<file path="config.mk">
export PLATFORM = sky130hd
export DESIGN_NAME = tmg_gate_dev_flat
export DESIGN_NICKNAME = d
export VERILOG_FILES = /design/src/core/tmg_pkg.sv /design/src/core/tmg_link_if.sv /design/src/core/tmg_gate_dev.sv /design/src/flat_wrapper.sv
export SDC_FILE = /design/constraint.sdc
export NUM_CORES = 1
export LEC_CHECK = 0
export BUFFER_PORTS_ARGS = -buffer_cell sky130_fd_sc_hd__buf_2
export CORE_MARGIN = 4
export CORE_UTILIZATION = 55
export CTS_CLUSTER_SIZE = 25
export DETAILED_ROUTE_END_ITERATION = 8
export PLACE_DENSITY = 0.72
export SLEW_MARGIN = 30
export SYNTH_ARGS = -nofsm -noshare
export SYNTH_HDL_FRONTEND = slang
export SYNTH_SLANG_ARGS = --single-unit
export TNS_END_PERCENT = 30
</file>
<file path="constraint.sdc">
create_clock -name CORE_CLK -period 3.4 [get_ports CORE_CLK]
set_clock_uncertainty 0.1 [all_clocks]
set_input_delay 0.68 -clock CORE_CLK [delete_from_list [all_inputs] [get_ports CORE_CLK]]
set_output_delay 0.68 -clock CORE_CLK [all_outputs]
set_load 0.01 [all_outputs]
</file>
<file path="src/core/tmg_pkg.sv">
/*
 package for the timed material gating pair: timing figures, modes,
 states, lockout codes and the controller's register map.
 assumes a single 200 MHz core clock and a 1 ms timing tick.
*/
package tmg_pkg;
	// clock and timing tick
	localparam int unsigned CLK_PERIOD_NS = 5;
	localparam int unsigned TICK_NS = 1_000_000;
	localparam int unsigned TICK_CYCLES = TICK_NS / CLK_PERIOD_NS;
	// interval limits in milliseconds
	localparam int unsigned CLEAR_QS_MS = 2000;
	localparam int unsigned CLEAR_FAST_MS = 1000;
	localparam int unsigned GATE_LOW_MS = 4000;
	localparam int unsigned BOTH_IDLE_MS = 100;
	localparam int unsigned SWAP_MS = 500;
	localparam int unsigned LATE_FIELD_MS = 4000;
	localparam int unsigned RELEASE_MS = 20_000;
	localparam int unsigned BTN_MIN_MS = 150;
	localparam int unsigned BTN_MAX_MS = 4000;
	// default timeout 10 min, extended 100 h
	localparam int unsigned TIMEOUT_MS = 10 * 60 * 1000;
	localparam int unsigned TIMEOUT_EXT_MS = 100 * 3600 * 1000;
	// operating mode selector codes
	localparam logic [2:0] QUALIFIED_STOP_MODE = 3'h1;
	localparam logic [2:0] FAST_CONVEYOR_MODE = 3'h5;
	// sequencer states, gray along idle-armed-gating-cleared
	typedef enum logic [2:0] {
		ST_IDLE = 3'h0,
		ST_ARMED = 3'h1,
		ST_GATING = 3'h3,
		ST_CLEARED = 3'h2,
		ST_STOPPED = 3'h6,
		ST_LOCKOUT = 3'h7
	} tmg_state_t;
	// lockout and error codes
	typedef enum logic [2:0] {
		ERR_NONE = 3'h0,
		LATE_INTERRUPTION_LOCKOUT = 3'h1,
		GATING_TIMEOUT_ERROR = 3'h2,
		LATE_RELEASE_LOCKOUT = 3'h3,
		FAULTY_CONTROL_LOCKOUT = 3'h4
	} tmg_err_t;
	// controller register map and fields
	localparam logic [3:0] CTRL_OFS = 4'h0;
	localparam logic [3:0] STAT_OFS = 4'h4;
	localparam int unsigned CTRL_GATE_BIT = 0;
	localparam int unsigned CTRL_HOLD_USED_BIT = 1;
	localparam int unsigned CTRL_EXTEND_BIT = 2;
	localparam logic [2:0] CTRL_RESET = 3'h0;
	localparam logic [1:0] RESP_OKAY = 2'h0;
	localparam logic [1:0] RESP_SLVERR = 2'h2;
endpackage : tmg_pkg
</file>
<file path="src/core/tmg_link_if.sv">
/*
 link between the gating controller and the gating sequencer.
 assumes both ends share the core clock; the bench ties them.
*/
`timescale 1ns/1ps
interface tmg_link_if;
	logic gate_request; // controller asks for bridging
	logic timeout_hold; // controller holds or extends timeout
	logic gating_active; // sequencer reports bridging
	// sequencer end
	modport dev (input gate_request, input timeout_hold, output gating_active);
	// controller end
	modport ctl (output gate_request, output timeout_hold, input gating_active);
endinterface : tmg_link_if

</file>
<file path="src/core/tmg_gate_dev.sv">
/*
 gating sequencer of the light curtain receiver: bridges the safety
 switch outputs while material passes the field.
 assumes synchronous inputs, CORE_CLK at 200 MHz, RST_B async low.
*/
`timescale 1ns/1ps
// Operation
// gating only in mode 1 or 5
// field clear beyond clearance tolerance ends gating
// gate request low over 4 s ends
// field and request inactive 0.1 s ends; code checks it in ST_GATING only, ST_ARMED keeps bridging until R03, R07 or R15
// mode 1 clearance tolerance is 2 s
// mode 1 start by antivalent request/hold change
// mode 1 no interruption in 4 s: qualified stop
// mode 1 paired edge change stops, restarts
// mode 5 tolerates 1 s field clear
// timeout 10 min, hold extends 100 h
// unused hold input tied low
// interrupted field plus request needs restart
// restart by button press 0.15 to 4 s
// blocked sync beams need override, not restart
// no interruption within 4 s: lockout
// timeout ends gating, outputs off, error
// request must drop 20 s after clear
// hold swaps within 0.5 s else lockout
// outside gating, interruption switches outputs off
// intervals timed by clock-driven counters
module tmg_gate_dev #(
	parameter int unsigned TICK_CYCLES = tmg_pkg::TICK_CYCLES
) (
	input wire logic CORE_CLK,
	input wire logic RST_B,
	tmg_link_if.dev LINK,
	input wire logic [2:0] MODE_SEL,
	input wire logic FIELD_INTERRUPTED,
	input wire logic SYNC_A_BLOCKED,
	input wire logic SYNC_B_BLOCKED,
	input wire logic RESET_BUTTON,
	output logic SAFETY_SWITCH_OUTPUTS,
	output logic [2:0] ERROR_CODE,
	output logic RESTART_REQUIRED,
	output logic OVERRIDE_REQUIRED
);
	localparam int TW = $clog2(TICK_CYCLES + 1);
	localparam int MW = 15; // short intervals, up to 20 s
	localparam int LW = 29; // timeout, up to 100 h
	localparam logic [MW-1:0] MS_MAX = {MW{1'b1}};
	localparam logic [LW-1:0] LONG_MAX = {LW{1'b1}};

	////////////////////////////////////////////////////////////////////
	// state
	logic [TW-1:0] tick_cnt_reg, tick_cnt_next; // ms divider
	logic tick;
	tmg_pkg::tmg_state_t state_reg, state_next;
	tmg_pkg::tmg_err_t err_reg, err_next;
	logic [MW-1:0] st_ms_reg, st_ms_next; // time in state
	logic [MW-1:0] low_ms_reg, low_ms_next; // request low
	logic [MW-1:0] clr_ms_reg, clr_ms_next; // field clear
	logic [MW-1:0] idle_ms_reg, idle_ms_next; // both inactive
	logic [MW-1:0] swap_ms_reg, swap_ms_next; // hold swap wait
	logic [MW-1:0] btn_ms_reg, btn_ms_next; // button held
	logic [LW-1:0] to_ms_reg, to_ms_next; // gating timeout
	logic swap_pend_reg, swap_pend_next;
	logic gate_d_reg, hold_d_reg, btn_d_reg;
	logic ssw_reg, ssw_next;
	logic rst_req_reg, rst_req_next;
	logic ovr_req_reg, ovr_req_next;
	logic act_reg, act_next;

	// saturating millisecond step
	function automatic logic [MW-1:0] step(input logic [MW-1:0] v, input logic en);
		step = (en && v != MS_MAX) ? v + 1'b1 : v;
	endfunction : step

	////////////////////////////////////////////////////////////////////
	// combinational sequencing
	logic gate, hold, qs, mode_ok, req_on, field, btn_ok;
	logic gate_rise, hold_rise, hold_fall;
	logic [MW-1:0] clear_lim;
	logic [LW-1:0] to_lim;

	always_comb begin
		gate = LINK.gate_request;
		hold = LINK.timeout_hold;
		field = FIELD_INTERRUPTED;
		qs = (MODE_SEL == tmg_pkg::QUALIFIED_STOP_MODE);
		mode_ok = qs || (MODE_SEL == tmg_pkg::FAST_CONVEYOR_MODE);
		req_on = qs ? (gate & hold) : gate;
		gate_rise = gate & ~gate_d_reg;
		hold_rise = hold & ~hold_d_reg;
		hold_fall = ~hold & hold_d_reg;
		// clearance tolerance per mode
		clear_lim = qs ? MW'(tmg_pkg::CLEAR_QS_MS) : MW'(tmg_pkg::CLEAR_FAST_MS);
		// hold high stretches the timeout
		to_lim = hold ? LW'(tmg_pkg::TIMEOUT_EXT_MS) : LW'(tmg_pkg::TIMEOUT_MS);
		// ms divider, one-cycle tick
		tick = (tick_cnt_reg == TW'(TICK_CYCLES - 1));
		tick_cnt_next = tick ? '0 : tick_cnt_reg + 1'b1;
		// button released inside its window
		btn_ok = btn_d_reg & ~RESET_BUTTON
			& (btn_ms_reg >= MW'(tmg_pkg::BTN_MIN_MS))
			& (btn_ms_reg <= MW'(tmg_pkg::BTN_MAX_MS));
		btn_ms_next = RESET_BUTTON ? step(btn_d_reg ? btn_ms_reg : '0, tick) : '0;
		state_next = state_reg;
		err_next = err_reg;
		swap_pend_next = swap_pend_reg & hold; // swap done once hold drops
		rst_req_next = 1'b0;
		ovr_req_next = 1'b0;
		case (state_reg)
			tmg_pkg::ST_IDLE,
			tmg_pkg::ST_STOPPED: begin
				// restart or override demand while request is on
				if (field && req_on) begin
					if (SYNC_A_BLOCKED && SYNC_B_BLOCKED) begin
						ovr_req_next = 1'b1;
					end else begin
						rst_req_next = 1'b1;
						if (btn_ok) begin
							state_next = tmg_pkg::ST_GATING;
						end
					end
				end else if (state_reg == tmg_pkg::ST_IDLE && gate_rise) begin
					state_next = tmg_pkg::ST_ARMED;
					swap_pend_next = qs & hold_d_reg & hold;
				end else if (state_reg == tmg_pkg::ST_STOPPED) begin
					if (qs && gate && hold_fall) begin
						state_next = tmg_pkg::ST_ARMED;
					end else if (!gate && low_ms_reg > MW'(tmg_pkg::GATE_LOW_MS)) begin
						state_next = tmg_pkg::ST_IDLE;
					end
				end
			end
			tmg_pkg::ST_ARMED: begin
				if (swap_pend_reg && swap_ms_reg > MW'(tmg_pkg::SWAP_MS)) begin
					state_next = tmg_pkg::ST_LOCKOUT;
					err_next = tmg_pkg::FAULTY_CONTROL_LOCKOUT;
				end else if (!gate && low_ms_reg > MW'(tmg_pkg::GATE_LOW_MS)) begin
					state_next = tmg_pkg::ST_IDLE;
				end else if (qs && gate && hold_rise) begin
					state_next = tmg_pkg::ST_STOPPED;
				end else if (field) begin
					state_next = tmg_pkg::ST_GATING;
				end else if (st_ms_reg > MW'(tmg_pkg::LATE_FIELD_MS)) begin
					if (qs) begin
						state_next = tmg_pkg::ST_STOPPED;
					end else begin
						state_next = tmg_pkg::ST_LOCKOUT;
						err_next = tmg_pkg::LATE_INTERRUPTION_LOCKOUT;
					end
				end
			end
			tmg_pkg::ST_GATING: begin
				if (to_ms_reg > to_lim) begin
					state_next = tmg_pkg::ST_LOCKOUT;
					err_next = tmg_pkg::GATING_TIMEOUT_ERROR;
				end else if (swap_pend_reg && swap_ms_reg > MW'(tmg_pkg::SWAP_MS)) begin
					state_next = tmg_pkg::ST_LOCKOUT;
					err_next = tmg_pkg::FAULTY_CONTROL_LOCKOUT;
				end else if (low_ms_reg > MW'(tmg_pkg::GATE_LOW_MS)) begin
					state_next = tmg_pkg::ST_IDLE;
				end else if (idle_ms_reg > MW'(tmg_pkg::BOTH_IDLE_MS)) begin
					state_next = tmg_pkg::ST_IDLE;
				end else if (clr_ms_reg > clear_lim) begin
					state_next = tmg_pkg::ST_CLEARED;
				end else if (qs && gate && hold_rise) begin
					state_next = tmg_pkg::ST_STOPPED;
				end
			end
			tmg_pkg::ST_CLEARED: begin
				// gating over; request must now fall
				if (!gate) begin
					state_next = tmg_pkg::ST_IDLE;
				end else if (clr_ms_reg > MW'(tmg_pkg::RELEASE_MS)) begin
					state_next = tmg_pkg::ST_LOCKOUT;
					err_next = tmg_pkg::LATE_RELEASE_LOCKOUT;
				end
			end
			tmg_pkg::ST_LOCKOUT: begin
				// button acknowledges the lockout
				if (btn_ok) begin
					state_next = tmg_pkg::ST_IDLE;
					err_next = tmg_pkg::ERR_NONE;
				end
			end
			default: begin
				state_next = tmg_pkg::ST_LOCKOUT;
			end
		endcase
		// outside modes 1 and 5 nothing is bridged
		if (!mode_ok && state_reg != tmg_pkg::ST_LOCKOUT) begin
			state_next = tmg_pkg::ST_IDLE;
		end
		// interval counters, all on the ms tick
		st_ms_next = (state_next != state_reg) ? '0 : step(st_ms_reg, tick);
		low_ms_next = gate ? '0 : step(low_ms_reg, tick);
		clr_ms_next = field ? '0 : step(clr_ms_reg, tick);
		idle_ms_next = (field | gate) ? '0 : step(idle_ms_reg, tick);
		swap_ms_next = swap_pend_next ? step(swap_ms_reg, tick) : '0;
		to_ms_next = (state_reg != tmg_pkg::ST_GATING) ? '0 :
			((tick && to_ms_reg != LONG_MAX) ? to_ms_reg + 1'b1 : to_ms_reg);
		// bridge while armed or gating, else follow the field; lockout keeps outputs off
		act_next = (state_next == tmg_pkg::ST_ARMED) || (state_next == tmg_pkg::ST_GATING);
		ssw_next = (state_next != tmg_pkg::ST_LOCKOUT) && (act_next || !field);
	end

	////////////////////////////////////////////////////////////////////
	// registers
	always_ff @(posedge CORE_CLK or negedge RST_B) begin
		if (!RST_B) begin
			tick_cnt_reg <= '0;
			state_reg <= tmg_pkg::ST_IDLE;
			err_reg <= tmg_pkg::ERR_NONE;
			st_ms_reg <= '0;
			low_ms_reg <= '0;
			clr_ms_reg <= '0;
			idle_ms_reg <= '0;
			swap_ms_reg <= '0;
			btn_ms_reg <= '0;
			to_ms_reg <= '0;
			swap_pend_reg <= 1'b0;
			gate_d_reg <= 1'b0;
			hold_d_reg <= 1'b0;
			btn_d_reg <= 1'b0;
			ssw_reg <= 1'b0;
			rst_req_reg <= 1'b0;
			ovr_req_reg <= 1'b0;
			act_reg <= 1'b0;
		end else begin
			tick_cnt_reg <= tick_cnt_next;
			state_reg <= state_next;
			err_reg <= err_next;
			st_ms_reg <= st_ms_next;
			low_ms_reg <= low_ms_next;
			clr_ms_reg <= clr_ms_next;
			idle_ms_reg <= idle_ms_next;
			swap_ms_reg <= swap_ms_next;
			btn_ms_reg <= btn_ms_next;
			to_ms_reg <= to_ms_next;
			swap_pend_reg <= swap_pend_next;
			gate_d_reg <= gate;
			hold_d_reg <= hold;
			btn_d_reg <= RESET_BUTTON;
			ssw_reg <= ssw_next;
			rst_req_reg <= rst_req_next;
			ovr_req_reg <= ovr_req_next;
			act_reg <= act_next;
		end
	end

	// outputs straight from flip-flops
	assign SAFETY_SWITCH_OUTPUTS = ssw_reg;
	assign ERROR_CODE = err_reg;
	assign RESTART_REQUIRED = rst_req_reg;
	assign OVERRIDE_REQUIRED = ovr_req_reg;
	assign LINK.gating_active = act_reg;
endmodule : tmg_gate_dev

</file>
<file path="src/flat_wrapper.sv">
// flat-port wrapper written by rule: the top's interface ports become plain ports
module tmg_gate_dev_flat 
#(
	parameter int unsigned TICK_CYCLES = tmg_pkg::TICK_CYCLES
)
  (CORE_CLK, RST_B, MODE_SEL, FIELD_INTERRUPTED, SYNC_A_BLOCKED, SYNC_B_BLOCKED, RESET_BUTTON, SAFETY_SWITCH_OUTPUTS, ERROR_CODE, RESTART_REQUIRED, OVERRIDE_REQUIRED, LINK_gate_request, LINK_timeout_hold, LINK_gating_active);
  tmg_link_if LINK_i ();
  input wire logic CORE_CLK;
  input wire logic RST_B;
  input wire logic [2:0] MODE_SEL;
  input wire logic FIELD_INTERRUPTED;
  input wire logic SYNC_A_BLOCKED;
  input wire logic SYNC_B_BLOCKED;
  input wire logic RESET_BUTTON;
  output logic SAFETY_SWITCH_OUTPUTS;
  output logic [2:0] ERROR_CODE;
  output logic RESTART_REQUIRED;
  output logic OVERRIDE_REQUIRED;
  input wire logic [$bits(LINK_i.gate_request)-1:0] LINK_gate_request;
  input wire logic [$bits(LINK_i.timeout_hold)-1:0] LINK_timeout_hold;
  output wire logic [$bits(LINK_i.gating_active)-1:0] LINK_gating_active;
  assign LINK_i.gate_request = LINK_gate_request;
  assign LINK_i.timeout_hold = LINK_timeout_hold;
  assign LINK_gating_active = LINK_i.gating_active;
  tmg_gate_dev #(.TICK_CYCLES(TICK_CYCLES)) u_core (.CORE_CLK(CORE_CLK), .RST_B(RST_B), .LINK(LINK_i), .MODE_SEL(MODE_SEL), .FIELD_INTERRUPTED(FIELD_INTERRUPTED), .SYNC_A_BLOCKED(SYNC_A_BLOCKED), .SYNC_B_BLOCKED(SYNC_B_BLOCKED), .RESET_BUTTON(RESET_BUTTON), .SAFETY_SWITCH_OUTPUTS(SAFETY_SWITCH_OUTPUTS), .ERROR_CODE(ERROR_CODE), .RESTART_REQUIRED(RESTART_REQUIRED), .OVERRIDE_REQUIRED(OVERRIDE_REQUIRED));
endmodule
</file>
==> impl_metrics.tcl <==
set metrics [dict create \
    path_max_fanout 7 \
    final.setup.tns_ns 0 \
    hp-class "in -> async" \
    hpwlAfterDp_um 13370 \
    holdBufCountCts 0 \
    cts_resized 0 \
    io_buffers 17 \
    crit_family "simple AND/OR/NAND/NOR gates" \
    cp-end-kind "register" \
    finalCritPeriodShare_pct 94.37 \
    grt_pass1_vias 6670 \
    worstSetupPathType "reg -> reg" \
    ys_types 73 \
    fin_crit_ns 3.208 \
    synth_seq_area_share_pct 43.69 \
    routedWlPerCell_um 15.49 \
    leakage_nw 4.222 \
    cts_root_buf "clkbuf_16" \
    nNetsFinal 1036 \
    via_count 6963 \
    areaGrowthSynthToFinish_pct 14.76 \
    cp_slowest_cell "or4b_1" \
    drc 0 \
    diodes 0 \
    drive_gt1_share_pct 13.15 \
    rows 45 \
    slew_headroom_pct 58.39 \
    largest_reg_flops 29 \
    cp.depth 11 \
    yosysTopAreaCell "dfrtp_1" \
    worstPathArrival_ns 3.42 \
    synth.avg_cell_area_um2 9.289 \
    grt-ovfl-total 0 \
    ys_ff_latch 151 \
    drv_slew 0 \
    place_area_um2 9311 \
    grt_start_max_net_pins 64 \
    antenna_found_initial 0 \
    synthesis.nets 973 \
    reg2reg_depth 11 \
    powerDensity_nw_per_um2 391.2 \
    die_w_um 133.4 \
    hold_viol 0 \
    startpoint_type "register" \
    io_pins 18 \
    cts_setup_buffers 0 \
    netlist_instances 931 \
    power_w 0.003883 \
    yosys-top-cells-area "dfrtp_1 (44%), nor2_1 (5.9%), xor2_1 (5.5%)" \
    path_buf_inv 2 \
    drt_iter0_drc 446 \
    synth-async-reset-ratio_pct 100.0 \
    crit_required_ns 3.61 \
    worst_ir_drop_vdd_mv 0.4398 \
    synth_edf_count 0 \
    ys.flop_type "dfrtp_1" \
    cpPeakStageDelay_ns 0.45 \
    clk_path_buf_depth 2 \
    synth_top_area_share_pct 43.69 \
    status "complete, no violations" \
    drt_pass1_iterations 5 \
    max_freq_mhz 311.7 \
    grt_pass1_wl_um 32150 \
    cts_tree "done" \
    synth_area_um2 8648 \
    rsz0062_at_grt "yes" \
    crit_chain "inv_1 > ha_1 > or4b_1 > a2111oi_2 > o21ai_0 > and3_1 > a211oi_2 > a211o_1 > nand3_1 > buf_4 > nor4b_1" \
    avgViaCountPerCell 5.731 \
    setup_viol 0 \
    dieArea_um2 17790 \
    final_cell_area_um2 9925 \
    cts_buffers 17 \
    clock_latency_ns 0.43 \
    initial_utilization_pct 56.47 \
    cts.sinks 151 \
    h-tree-depth 4 \
    die_h_um 133.4 \
    core_area_um2 15310 \
    postRouteAntennaNets 0 \
    max_cap_viol_count 0 \
    postRouteWirelength_um 18820 \
    synth_warnings 0 \
    worst_pin_slew_ns 0.6185 \
    path_clk_slew_ns 0.06 \
    gp_congestion 0.8596 \
    track_usage_pct 22.10 \
]
## final timing paths
check / startpoint / to / slack [ns]
setup / recovery: u_core.clr_ms_reg[0] / u_core.st_ms_reg[1] / 0.19
hold / removal: RST_B / u_core.swap_ms_reg[13] / 0.13
setup reg to reg: u_core.clr_ms_reg[0] / u_core.st_ms_reg[1] / 0.19
hold reg to reg: u_core.tick_cnt_reg[15] / u_core.tick_cnt_reg[15] / 0.40
max in group asynchronous: RST_B / u_core.to_ms_reg[14] / 2.37
min in group CORE_CLK: u_core.tick_cnt_reg[15] / u_core.tick_cnt_reg[15] / 0.40
## cells in the mapped netlist (7+ instances only)
| cell type | count |
|---|---|
| xor2_1 | 54 |
| nor2b_1 | 13 |
| dfrtp_1 | 151 |
| nor3_1 | 21 |
| inv_1 | 31 |
| nor2_1 | 136 |
| xnor2_1 | 52 |
| nor4_1 | 19 |
| nor3_2 | 10 |
| or3_1 | 16 |
| nand2_1 | 87 |
| a21oi_1 | 35 |
| nand4_1 | 38 |
| and3_1 | 25 |
| o21ai_0 | 23 |
| nand3_1 | 38 |
| and2_1 | 11 |
| clkbuf_1 | 19 |
| ha_1 | 31 |
| and4_1 | 7 |
| or2_2 | 8 |
## per-layer routing
metal / GRT usage [%] / part of all wire [%] / vias up
met4: 6.971 / 1.5 / 0
met1: 29.65 / 46 / 3389
met5: 0 / 0 / -
met2: 36.68 / 49 / 126
li1: - / - / 3424
met3: 4.003 / 3.5 / 24
## layout make-up
cell class                 count  area, um^2
fill                        1276        5390
multi-input combinational    727        4692
sequential                   151        3779
timing repair buffer          66       484.2
clock buffer                  19       432.9
tap                          211       264.0
clock inverter                10       156.4
inverter                      31       116.4
## logic make-up after synthesis
| kind of cell | count (synthesis) | synth area share [%] |
|---|---|---|
| adders and majority gates | 31 | 4.485 |
| buffers and inverters | 53 | 2.402 |
| xor gates and xnor gates | 106 | 10.73 |
| muxes | 10 | 1.215 |
| AOI/OAI and AO/OA | 118 | 9.462 |
| and+or+nand+nor | 462 | 28.01 |
| DFF | 151 | 43.69 |
## layout by cell type (no fill, tap or decap), types with 4 or more instances in the layout
| cell | netlist | routed |
|---|---|---|
| mux2_2 | 4 | 4 |
| o21ai_0 | 23 | 23 |
| and3_1 | 25 | 25 |
| and2_1 | 11 | 11 |
| ha_1 | 31 | 31 |
| xor2_1 | 54 | 54 |
| xnor2_1 | 52 | 52 |
| clkinv_2 | 0 | 4 |
| nor4_1 | 19 | 19 |
| a31oi_1 | 6 | 6 |
| nor4b_1 | 4 | 4 |
| dfrtp_1 | 151 | 151 |
| nor2b_1 | 13 | 13 |
| and4_1 | 7 | 7 |
| nor3_1 | 21 | 21 |
| nand4_1 | 38 | 38 |
| o211a_1 | 5 | 5 |
| buf_4 | 0 | 47 |
| a211oi_1 | 5 | 4 |
| nor2_1 | 136 | 136 |
| mux2i_1 | 6 | 6 |
| or3_1 | 16 | 16 |
| buf_2 | 1 | 16 |
| or4b_1 | 4 | 4 |
| bufinv_16 | 0 | 4 |
| nand3_1 | 38 | 38 |
| or2_2 | 8 | 8 |
| a21oi_1 | 35 | 35 |
| nor3_2 | 10 | 10 |
| nand2_1 | 87 | 87 |
| inv_1 | 31 | 31 |
| clkbuf_16 | 0 | 17 |
## power breakdown
| part | switching, W | internal [W] |
|---|---|---|
| Clock | 0.000712 | 0.00121 |
| Sequential | 0.00000590 | 0.00180 |
| Combinational | 0.0000986 | 0.0000515 |
## per-stage QoR
stage | setup WS (ns) | hold WS (ns) | util [%] | cells
2_1_floorplan | 0.01070 | 0.2844 | - | 931
3_3_place_gp | -0.2164 | 0.3696 | 60.80 | 1186
3_5_place_dp | -0.3194 | 0.3877 | 60.80 | 1186
4_1_cts | 0.1497 | 0.1439 | 64.65 | 1215
5_1_grt | -0.02535 | 0.1663 | 64.80 | 1215
6_report | 0.1916 | 0.1290 | 64.80 | 1215
## worst reg2reg max path, delay by kind of cell (launching register included)
family                     cells  cell delay [ns]
AOI/OAI and AO/OA              4             1.02
adders and majority gates      1             0.15
buffers and inverters          2             0.28
DFF                            1             0.43
and+or+nand+nor                4             1.11
No activity file was read; power rests on OpenSTA's default activity.
